==> src/shared/reset_ctrl_pkg.sv <==
package reset_ctrl_pkg;

  // clock rate and droop qualification time
  localparam int unsigned CLK_MHZ          = 250;
  localparam int unsigned DROOP_MIN_US     = 2;
  localparam int unsigned DROOP_MIN_CYCLES = DROOP_MIN_US * CLK_MHZ;
  localparam int unsigned DROOP_CNT_W      = $clog2(DROOP_MIN_CYCLES + 1);

  // start-up delay: base count shifted left by the clock-select fuse code
  localparam int unsigned STARTUP_BASE_CYCLES = 4096;
  localparam int unsigned CLOCK_SELECT_FUSES_W             = 4;
  localparam int unsigned STARTUP_CNT_W       = 28;

  // register port
  localparam int unsigned ADDR_W = 4;
  localparam int unsigned DATA_W = 8;
  localparam logic [ADDR_W-1:0] FLAGS_OFFSET    = 4'h0;
  localparam logic [ADDR_W-1:0] CMP_CTRL_OFFSET = 4'h1;

  // reset_cause_flags field positions
  localparam int unsigned SUPPLY_FLAG_BIT = 0;
  localparam int unsigned PIN_FLAG_BIT    = 1;
  localparam int unsigned DROOP_FLAG_BIT  = 2;
  localparam int unsigned WD_FLAG_BIT     = 3;
  localparam int unsigned FLAGS_W         = 4;
  localparam logic [FLAGS_W-1:0] FLAGS_RESET = 4'h1;

  // comparator_control_register field positions
  localparam int unsigned BG_SEL_BIT   = 0;
  localparam logic        BG_SEL_RESET = 1'b0;

  typedef enum logic [1:0] {
    ST_HOLD,
    ST_STRETCH,
    ST_RUN
  } seq_state_t;

endpackage

==> src/hw/mcu_reset_controller.sv <==
// Function
// - while reset holds, I/O registers take initial values; release starts fetch at vector.
// - port pins reset at once, asynchronously, on supply or pin reset; watchdog and droop act through their registered pulses.
// - after all sources clear, internal reset stretched by fuse-selected delay counter.
// - exactly four sources: supply rise, pin, enabled watchdog, enabled droop detector.
// - pin low beyond minimum width resets ports without clock; core reset waits for the clocked synchroniser; driver holds it that long.
// - pin rising edge starts the delay; processor released when the period expires.
// - supply-rise reset holds below level, crossing starts delay, fall reasserts at once.
// - watchdog time-out gives one-cycle reset pulse; delay starts at its falling edge.
// - enabled droop detector asserts reset once the low level has lasted the minimum period; recovery releases after the delay.
// - level fuse selects droop trigger: low level unprogrammed, high level programmed.
// - droop detector ignores dips shorter than the minimum low-voltage period.
// - watchdog flag set by watchdog reset, cleared by supply rise or zero write.
// - droop flag set by droop reset, cleared by supply rise or zero write.
// - pin flag set by pin reset, cleared by supply rise or zero write.
// - supply flag set by supply-rise reset, cleared only by zero write.
// - bandgap enabled only when droop fuse programmed or bandgap select set.
`timescale 1ns/1ps
`default_nettype none
module mcu_reset_controller #(
  parameter int unsigned STARTUP_BASE = reset_ctrl_pkg::STARTUP_BASE_CYCLES
) (
  input  wire logic                               ref_clk_in,
  input  wire logic                               rst_b_in,
  input  wire logic                               reset_pin_b_in,
  input  wire logic                               watchdog_timeout_in,
  input  wire logic                               watchdog_enable_in,
  input  wire logic                               droop_low_in,
  input  wire logic                               droop_enable_fuse_in,
  input  wire logic                               droop_level_fuse_in,
  input  wire logic [reset_ctrl_pkg::CLOCK_SELECT_FUSES_W-1:0] clock_select_fuses_in,
  input  wire logic [reset_ctrl_pkg::ADDR_W-1:0]  reg_addr_in,
  input  wire logic [reset_ctrl_pkg::DATA_W-1:0]  reg_wdata_in,
  input  wire logic                               reg_write_in,
  input  wire logic                               reg_read_in,
  output logic      [reset_ctrl_pkg::DATA_W-1:0]  reg_rdata_out,
  output logic                                    port_reset_b_out,
  output logic                                    core_reset_b_out,
  output logic                                    fetch_start_out,
  output logic                                    droop_level_high_out,
  output logic                                    bandgap_enable_out,
  output logic                                    comparator_bandgap_select_out
);
  import reset_ctrl_pkg::*;

  typedef struct packed {
    logic                     pin_s1;
    logic                     pin_s2;
    logic                     drp_s1;
    logic                     drp_s2;
    logic [CLOCK_SELECT_FUSES_W+1:0]       fuse_s1;
    logic [CLOCK_SELECT_FUSES_W+1:0]       fuse_s2;
    logic                     wd_prev;
    logic                     wd_pulse;
    logic [DROOP_CNT_W-1:0]   drp_cnt;
    logic                     drp_trig;
    seq_state_t               state;
    logic [STARTUP_CNT_W-1:0] cnt;
    logic                     core_run;
    logic                     fetch;
    logic [FLAGS_W-1:0]       flags;
    logic                     bg_sel;
    logic                     bg_en;
    logic [DATA_W-1:0]        rdata;
  } ctrl_state_t;

  localparam ctrl_state_t STATE_RESET = '{
    pin_s1:   1'b1,
    pin_s2:   1'b1,
    drp_s1:   1'b0,
    drp_s2:   1'b0,
    fuse_s1:  '0,
    fuse_s2:  '0,
    wd_prev:  1'b0,
    wd_pulse: 1'b0,
    drp_cnt:  '0,
    drp_trig: 1'b0,
    state:    ST_STRETCH,
    cnt:      '0,
    core_run: 1'b0,
    fetch:    1'b0,
    flags:    FLAGS_RESET,
    bg_sel:   BG_SEL_RESET,
    bg_en:    1'b0,
    rdata:    '0
  };

  function automatic logic [STARTUP_CNT_W-1:0] startup_limit(input logic [CLOCK_SELECT_FUSES_W-1:0] sel);
    logic [STARTUP_CNT_W-1:0] base;
    base = STARTUP_CNT_W'(STARTUP_BASE);
    return base << sel;
  endfunction

  ctrl_state_t s_q;
  ctrl_state_t s_d;

  logic                     fuse_droop_en;
  logic                     fuse_level;
  logic [CLOCK_SELECT_FUSES_W-1:0]       fuse_clock_select_fuses;
  logic                     src_active;
  logic [STARTUP_CNT_W-1:0] limit;
  logic                     flags_wr;
  logic                     cmp_wr;

  assign fuse_droop_en = s_q.fuse_s2[CLOCK_SELECT_FUSES_W+1];
  assign fuse_level    = s_q.fuse_s2[CLOCK_SELECT_FUSES_W];
  assign fuse_clock_select_fuses    = s_q.fuse_s2[CLOCK_SELECT_FUSES_W-1:0];
  assign limit         = startup_limit(fuse_clock_select_fuses);
  assign flags_wr      = reg_write_in && (reg_addr_in == FLAGS_OFFSET);
  assign cmp_wr        = reg_write_in && (reg_addr_in == CMP_CTRL_OFFSET);
  // supply rise is rst_b_in itself; the other three sources gathered here
  assign src_active    = !s_q.pin_s2 || s_q.wd_pulse || s_q.drp_trig;

  // raw pin and supply feed the port reset directly: it must act with no clock running,
  // so this path deliberately bypasses the synchroniser
  assign port_reset_b_out = rst_b_in && reset_pin_b_in && !s_q.wd_pulse && !s_q.drp_trig;

  always_comb
  begin
    s_d = s_q;
    s_d.pin_s1  = reset_pin_b_in;
    s_d.pin_s2  = s_q.pin_s1;
    s_d.drp_s1  = droop_low_in;
    s_d.drp_s2  = s_q.drp_s1;
    s_d.fuse_s1 = {droop_enable_fuse_in, droop_level_fuse_in, clock_select_fuses_in};
    s_d.fuse_s2 = s_q.fuse_s1;

    // one-cycle pulse from the time-out edge, only while the watchdog runs
    s_d.wd_prev  = watchdog_timeout_in;
    s_d.wd_pulse = watchdog_timeout_in && !s_q.wd_prev && watchdog_enable_in;

    // droop qualification: the low level must persist before it counts
    if (fuse_droop_en && s_q.drp_s2)
    begin
      if (s_q.drp_cnt != DROOP_CNT_W'(DROOP_MIN_CYCLES))
      begin
        s_d.drp_cnt = s_q.drp_cnt + 1'b1;
      end
      if (s_q.drp_cnt == DROOP_CNT_W'(DROOP_MIN_CYCLES - 1))
      begin
        s_d.drp_trig = 1'b1;
      end
    end
    else
    begin
      s_d.drp_cnt  = '0;
      s_d.drp_trig = 1'b0;
    end

    // sequencer
    s_d.fetch = 1'b0;
    case (s_q.state)
      ST_HOLD:
      begin
        s_d.cnt = '0;
        if (!src_active)
        begin
          s_d.state = ST_STRETCH;
        end
      end
      ST_STRETCH:
      begin
        if (src_active)
        begin
          s_d.state = ST_HOLD;
          s_d.cnt   = '0;
        end
        else if (s_q.cnt >= limit - 1'b1)
        begin
          s_d.state = ST_RUN;
          s_d.fetch = 1'b1;
        end
        else
        begin
          s_d.cnt = s_q.cnt + 1'b1;
        end
      end
      ST_RUN:
      begin
        if (src_active)
        begin
          s_d.state = ST_HOLD;
          s_d.cnt   = '0;
        end
      end
      default:
      begin
        s_d.state = ST_HOLD;
        s_d.cnt   = '0;
      end
    endcase
    s_d.core_run = (s_d.state == ST_RUN);

    // cause flags: zero write clears, one write keeps, hardware set wins
    if (flags_wr)
    begin
      s_d.flags = s_q.flags & reg_wdata_in[FLAGS_W-1:0];
    end
    if (s_q.wd_pulse)
    begin
      s_d.flags[WD_FLAG_BIT] = 1'b1;
    end
    if (s_q.drp_trig)
    begin
      s_d.flags[DROOP_FLAG_BIT] = 1'b1;
    end
    if (!s_q.pin_s2)
    begin
      s_d.flags[PIN_FLAG_BIT] = 1'b1;
    end

    // comparator control returns to its initial value under any internal reset
    if (!s_q.core_run)
    begin
      s_d.bg_sel = BG_SEL_RESET;
    end
    else if (cmp_wr)
    begin
      s_d.bg_sel = reg_wdata_in[BG_SEL_BIT];
    end
    s_d.bg_en = fuse_droop_en || s_q.bg_sel;

    // read data stands in the cycle after the strobe only
    s_d.rdata = '0;
    if (reg_read_in)
    begin
      case (reg_addr_in)
        FLAGS_OFFSET:    s_d.rdata[FLAGS_W-1:0] = s_q.flags;
        CMP_CTRL_OFFSET: s_d.rdata[BG_SEL_BIT]  = s_q.bg_sel;
        default:         s_d.rdata = '0;
      endcase
    end
  end

  // supply-rise reset: flags get supply bit set, others cleared; delay starts at release
  always_ff @(posedge ref_clk_in or negedge rst_b_in)
  begin
    if (!rst_b_in)
    begin
      s_q <= STATE_RESET;
    end
    else
    begin
      s_q <= s_d;
    end
  end

  assign reg_rdata_out                 = s_q.rdata;
  assign core_reset_b_out              = s_q.core_run;
  assign fetch_start_out               = s_q.fetch;
  assign droop_level_high_out          = fuse_level;
  assign bandgap_enable_out            = s_q.bg_en;
  assign comparator_bandgap_select_out = s_q.bg_sel;
endmodule
`default_nettype wire

==> config.mk <==
export PLATFORM = sky130hd
export DESIGN_NAME = mcu_reset_controller
export DESIGN_NICKNAME = d
export VERILOG_FILES = /design/src/shared/reset_ctrl_pkg.sv /design/src/hw/mcu_reset_controller.sv
export SDC_FILE = /design/constraint.sdc
export NUM_CORES = 1
export LEC_CHECK = 0
export BUFFER_PORTS_ARGS = -buffer_cell sky130_fd_sc_hd__clkbuf_2
export CAP_MARGIN = 20
export CORE_MARGIN = 2
export CORE_UTILIZATION = 55
export DETAILED_ROUTE_END_ITERATION = 6
export PLACE_DENSITY = 0.86
export SETUP_SLACK_MARGIN = 0.4
export SYNTH_ARGS = -nofsm -noshare
export SYNTH_HDL_FRONTEND = slang
export SYNTH_SLANG_ARGS = --single-unit
==> constraint.sdc <==
create_clock -name ref_clk_in -period 4.7 [get_ports ref_clk_in]
set_clock_uncertainty 0.15 [all_clocks]
set_input_delay 0 -clock ref_clk_in [delete_from_list [all_inputs] [get_ports ref_clk_in]]
set_output_delay 0 -clock ref_clk_in [all_outputs]
set_load 0.005 [all_outputs]
==> reports/results.ini, run 1 <==
[run_status]
status = finished, final reports clean

[worst_setup_path]
reg2regPathDepth = 14
critPathKind = reg -> reg
cp.arrival_ns = 4.20
crit_required_ns = 4.81
cp_max_fo = 14
start_kind = flop
worstSetupEndpointType = flop

[detailed_routing]
ant_nets = 0
vias_per_cell = 6.12
drt_iter0_markers = 300
routed_wl_mm = 8.00
drc = 0
vias = 3080
dr.pass1.iters = 5
avgRoutedWirePerCell_microns = 15.9

[synth]
synth-adder-area-share_pct = 6.85
synth_warnings = 0
synth-xor-area-share_pct = 2.16
ys_seq_area_share_pct = 48.1
synthMuxAreaShare_pct = 0.548
yosys_register_bits = 70
synth_common_cells = dfrtp_1, nand2_1, a21oi_1
synth_edf_count = 0
synthArstFlopShare_pct = 100
ys_types = 50
syn_inst = 371
yosysMostFrequentCell = dfrtp_1
synth_top_area_cell = dfrtp_1
yosys.area_share.simple_pct = 23.8
synth_compound_area_share_pct = 14.0
synth_top_family_by_area = simple AND/OR/NAND/NOR gates
synth.top_cells.by_area = dfrtp_1, ha_1, a21oi_1
synth_flop_cell = dfrtp_1
yosys.area.top_type_share_pct = 45.2
syn_avg_cell_area_sq_um = 9.85
synthesis.area_sq_um = 3650

[place]
place_inst = 462
numPortBuffers = 31
dpl_cell_area_sq_um = 3800
place_congestion = 0.800
dp_worst_setup_slack_ns = 0.539
hpwl_mm = 5.11

[layout]
synthToLayoutAreaGrowth_pct = 17.2
final_layout_size_suffix_gt1_share_pct = 16.0
multi_input_area_sq_um = 1770
final_cell_area_sq_um = 4280
insertedDiodeCount = 0
fin_cells = 503
final-seq-area_sq_um = 1760
finalNetCount = 467
fill_cells = 464
post-route-util_pct = 67.1

[min_path]
hold_path.class = in -> reg
min_path_cells = 2

[floorplanning]
die_h_microns = 85.5
row_count = 29
die_area_sq_um = 7310
pin_count = 40
core_area_sq_um = 6390
fp.dieW_microns = 85.5
initial_core_util_pct = 57.2

[timing]
setup_viol = 0
max_freq_mhz = 244
timing.hold.ws_ns = 0.143
tns_ns = 0
final_hold_viol_count = 0
final.min_clock_period_ns = 4.09
post-route-period-util_pct = 87.1
finalWorstSetupSlack_ns = 0.606
slew_violations = 0
maxSlewHeadroom_pct = 36.8
rsz0062_at_grt = no
worst_pin_slew_ns = 0.948

[pwr]
ir_worst_vdd_mv = 0.171
p_per_area_nw_per_um2 = 282
total_power_mw = 1.21
p_leak_nw = 1.86

[clocking]
clockBufferDepth = 2
clkLatencyLatePin_ns = 0.35
cts.sinks = 70
numCtsBuffers = 9
cts_tree = done
cts-root-buf = clkbuf_8
htreeDepth = 3
clk_pin_slew_ns = 0.08

[run]
maxCapViolCount = 0

[global_routing]
grt_max_degree = 45
grt_pass1_wl_mm = 13.4
antenna_found_initial = 0
track_usage_pct = 23.1
grt_pass1_vias = 2956
grt.overflow.total = 0

[placed cells by master (no fill, tap or decap), types with 4 or more instances in the layout]
cell / count
dfrtp_1: 66
nand2_1: 34
a21oi_1: 33
clkbuf_2: 30
nor2_1: 25
dlygate4sd3_1: 25
ha_1: 20
o21ai_0: 19
nand3_1: 15
nand4_1: 14
o31ai_1: 13
or4_1: 13
or3_1: 11
clkbuf_8: 10
inv_1: 8
xor2_1: 7
and2_1: 7
conb_1: 5
nor2b_1: 4
dfstp_2: 4
[layout make-up]
cell class              instances  share of cell area (%)
inverters                       8                   0.701
clock inverters                 6                    1.61
flip-flops and latches         70                    41.0
clock buffers                  10                    3.21
repair buffers                 58                    9.81
multi-input cells             274                    41.4
well taps                      77                    2.25
[report_power, final]
group          internal [mW]  leakage [nW]  total (mW)  switching (mW)
combinational         0.0355         0.839      0.0814          0.0459
clock                  0.263         0.103       0.501           0.238
sequential             0.614         0.915       0.625          0.0109
[what timing repair did]
item                                   CTS  global route
hold buffers                            25             0
setup endpoints to repair                0            21
gates resized for setup                  0             4
endpoints found under the hold margin   60             0
buffers inserted                         0             0
[flip-flops by register name, indices dropped and copies added, names as in the netlist]
| register | cells |
|---|---|
| fuse_droop_en | 1 |
| core_reset_b_out | 1 |
| reg_rdata_out | 4 |
| bandgap_enable_out | 1 |
| droop_level_high_out | 1 |
| s_d | 8 |
| comparator_bandgap_select_out | 1 |
| fetch_start_out | 1 |
| fuse_clock_select_fuses | 4 |
| s_q | 48 |
[final timing paths]
check	slack, ns	to	from
min	0.14	s_d[72]$_DFF_PN1_	reset_pin_b_in
max in group asynchronous	3.26	s_q[72]$_DFF_PN1_	rst_b_in
min reg2reg	0.20	fuse_droop_en$_DFF_PN0_	s_d[63]$_DFF_PN0_
min in group asynchronous	0.19	s_q[52]$_DFFE_PN0P_	rst_b_in
max	0.61	s_q[36]$_DFFE_PN0P_	fuse_clock_select_fuses[1]$_DFF_PN0_
max reg2reg	0.61	s_q[36]$_DFFE_PN0P_	fuse_clock_select_fuses[1]$_DFF_PN0_
[cell families after synthesis]
group | Yosys count
flip-flops | 70
AND/OR/NAND/NOR | 155
buffers and inverters | 30
XOR/XNOR | 9
other | 2
multiplexers | 2
AO/OA/AOI/OAI | 83
adder cells (fa/ha/maj) | 20
[critical path, stage by stage, from the launching register on]
cell and delay [ns]:
dfrtp_1 0.52, nor2_1 0.26, nand2_1 0.13, ha_1 0.30, nor4b_2 0.35, a21oi_1 0.07
o22a_1 0.22, ha_1 0.31, nand4_1 0.15, nor2_1 0.09, a221oi_4 0.31, buf_4 0.22
nand4b_1 0.23, or4_1 0.50, a21oi_1 0.20
[per-layer routing]
metal	share of wire, %	routed length, microns	GRT usage (%)
met3	5.3	423	5.29
met5	0	0	0
met1	42	3350	29.9
met2	51	4080	38.1
met4	1.8	144	8.80
No activity file was read; power rests on OpenSTA's default activity.
==> run 2: changes to the inputs <==
- CELL_PAD_IN_SITES_DETAIL_PLACEMENT: unset -> 1
- CELL_PAD_IN_SITES_GLOBAL_PLACEMENT: unset -> 2
- CORE_UTILIZATION: 55 -> 37
- PLACE_DENSITY: 0.86 -> 0.89
==> reports/results.ini, run 2 (synthesis gave the netlist of run 1 again) <==
[clocking]
cts_tree = done
cts.sinks = 70  ; unchanged
cts-root-buf = clkbuf_8
postCtsSetupBuffers = 0  ; unchanged
clockBufferDepth = 2  ; unchanged
clk_pin_slew_ns = 0.08  ; about the same
clkLatencyLatePin_ns = 0.36  ; about the same
htreeDepth = 3  ; unchanged
numCtsBuffers = 9  ; unchanged

[pwr]
clkPwrFrac_pct = 41.0  ; -0.5 points
p_leak_nw = 1.86  ; +0.30%
sequentialPowerShare_pct = 52.0  ; +0.2 points
total_power_mw = 1.20  ; -0.64%
p_sw_share_pct = 23.9  ; -0.45 points
p_per_area_nw_per_um2 = 275  ; -2.5%
internal_power_mw = 0.913  ; about the same
ir_worst_vdd_mv = 0.105  ; -38%
power_frac_comb_pct = 7.0  ; +0.3 points
switching_power_mw = 0.287  ; -2.5%

[floorplanning]
fp.dieW_microns = 103  ; +21%
row_count = 36  ; +24%
die_area_sq_um = 10700  ; +46%
core_area_sq_um = 9680  ; +52%
initial_core_util_pct = 37.7  ; -19 points
die_h_microns = 103  ; +21%
pin_count = 40  ; unchanged

[global_routing]
antenna_found_initial = 0  ; unchanged
grt.overflow.total = 0  ; unchanged
track_usage_pct = 17.4  ; -5.7 points
grt_max_degree = 43  ; -4.4%
grt_pass1_vias = 3037  ; +2.7%
grt_pass1_wl_mm = 14.4  ; +7.2%

[layout]
synthToLayoutAreaGrowth_pct = 19.5
fill_cells = 1129  ; +140%
multi_input_area_sq_um = 1780  ; +0.14%
insertedDiodeCount = 0  ; unchanged
fin_cells = 562  ; +12%
largest_reg_flops = 48  ; unchanged
final_layout_size_suffix_gt1_share_pct = 16.1  ; +0.12 points
top_register = s_q
layout_commonest_cell = dfrtp_1
final_cell_mix = dfrtp_1, nand2_1, a21oi_1
finalNetCount = 470  ; +0.64%
final-seq-area_sq_um = 1760  ; unchanged

[run]
maxCapViolCount = 0  ; unchanged

[detailed_routing]
vias = 2972  ; -3.5%
drt_iter0_markers = 82  ; -73%
drc = 0  ; unchanged
dr.pass1.iters = 4  ; -1
avgRoutedWirePerCell_microns = 15.3  ; -3.6%
routed_wl_mm = 8.61  ; +7.7%
ant_nets = 0  ; unchanged
vias_per_cell = 5.29  ; -14%

[timing]
rsz0062_at_grt = no
final.min_clock_period_ns = 4.01  ; -0.0850 ns
tns_ns = 0  ; unchanged
post-route-period-util_pct = 85.3  ; -1.8 points
slew_violations = 0  ; unchanged
timing.hold.ws_ns = 0.0552  ; -0.0874 ns
max_freq_mhz = 249  ; +2.1%
maxSlewHeadroom_pct = 64.4  ; +28 points
final_hold_viol_count = 0  ; unchanged
setup_viol = 0  ; unchanged
finalWorstSetupSlack_ns = 0.691  ; +0.0850 ns
worst_pin_slew_ns = 0.535  ; -0.414 ns

[min_path]
hold_path.class = in -> async

[worst_setup_path]
start_kind = flop
crit_family = simple AND/OR/NAND/NOR gates
worstSetupEndpointType = flop
r2r_start = fuse_clock_select_fuses[3]$_DFF_PN0_
crit_start = fuse_clock_select_fuses[3]$_DFF_PN0_
critPathMaxStageDelay_ns = 0.53  ; about the same
cp.arrival_ns = 4.13  ; -0.07 ns
crit_buf_inv = 1  ; unchanged
critPathKind = reg -> reg
crit_chain = nor2_2 > nand3b_1 > ha_1 > nor4b_2 > a21oi_1 > o22a_1 > ha_1 > nand2_1 > o21ai_2 > a221oi_4 > buf_4 > nand4b_1 > or4_1 > a21oi_1
crit_slowest_cell = dfrtp_1
crit_required_ns = 4.82  ; about the same
cp_max_fo = 13  ; -1

[run_status]
status = finished, final reports clean

[place]
hpwl_mm = 5.89  ; +15%
place_inst = 521  ; +13%
place_congestion = 0.720  ; -10%
dp_worst_setup_slack_ns = 0.495  ; -0.0440 ns
numPortBuffers = 31  ; unchanged

-- run 2: changes by cell type in the layout (fill, tap and decap cells not counted), sizes merged --
cell / delta
buf: +3
clkinv: -1
inv: -2
clkbuf: +3
-- run 2: layout make-up --
cell class	instances	share of cell area, %
multi-input cells	274	40.7
flip-flops and latches	70	40.2
repair buffers	61	10.1
well taps	133	3.81
clock buffers	13	3.41
clock inverters	3	1.06
inverters	8	0.687
-- run 2: timing repair --
action,4_1_cts,5_1_grt
gates resized for setup,0,5
hold buffers,25,0
setup endpoints to repair,0,24
endpoints found under the hold margin,89,0
-- run 2: per-stage QoR --
stage	instance area (sq um)	utilization [%]
5_1_grt	4370	45.1
4_1_cts	4340	44.8
2_1_floorplan	3670	-
6_report	4370	45.1
3_3_place_gp	3900	40.2
3_5_place_dp	3900	40.2
-- run 2: power groups by stage --
stage | Combinational (mW) | Clock (mW) | Sequential [mW]
finish | 0.0839 | 0.492 | 0.624
global route | 0.0956 | 0.531 | 0.626
global placement | 0.0675 | 0 | 0.634
detailed placement | 0.0698 | 0 | 0.635
floorplan | 0.0411 | 0 | 0.631
CTS | 0.0843 | 0.503 | 0.624
-- run 2: final timing paths --
path                                                        endpoint  slack, ns  depth (start not counted)
min in group ref_clk_in                            s_d[63]$_DFF_PN0_       0.14                          2
worst min register to register  fuse_clock_select_fuses[3]$_DFF_PN0_       0.19                          0
max in group asynchronous                          s_d[72]$_DFF_PN1_       3.90                          3
worst max register to register                   s_q[38]$_DFFE_PN0P_       0.69                         14
worst max-delay path                             s_q[38]$_DFFE_PN0P_       0.69                         14
worst min-delay path                             s_q[34]$_DFFE_PN0P_       0.06                          3
-- run 2: layer usage --
| layer | track usage [%] | vias to the layer above | share of wire, % |
|---|---|---|---|
| met2 | 29.6 | 29 | 49 |
| met1 | 21.9 | 1483 | 46 |
| met4 | 5.57 | 0 | 1.5 |
| li1 | - | 1449 | - |
| met3 | 4.23 | 11 | 2.5 |
| met5 | 0 | - | 0 |
-- run 2: worst register-to-register path: stages (launching register included) --
cell and delay [ns]:
dfrtp_1 0.53, nor2_2 0.24, nand3b_1 0.11, ha_1 0.33, nor4b_2 0.35, a21oi_1 0.08
o22a_1 0.23, ha_1 0.30, nand2_1 0.09, o21ai_2 0.07, a221oi_4 0.35, buf_4 0.23
nand4b_1 0.24, or4_1 0.48, a21oi_1 0.16
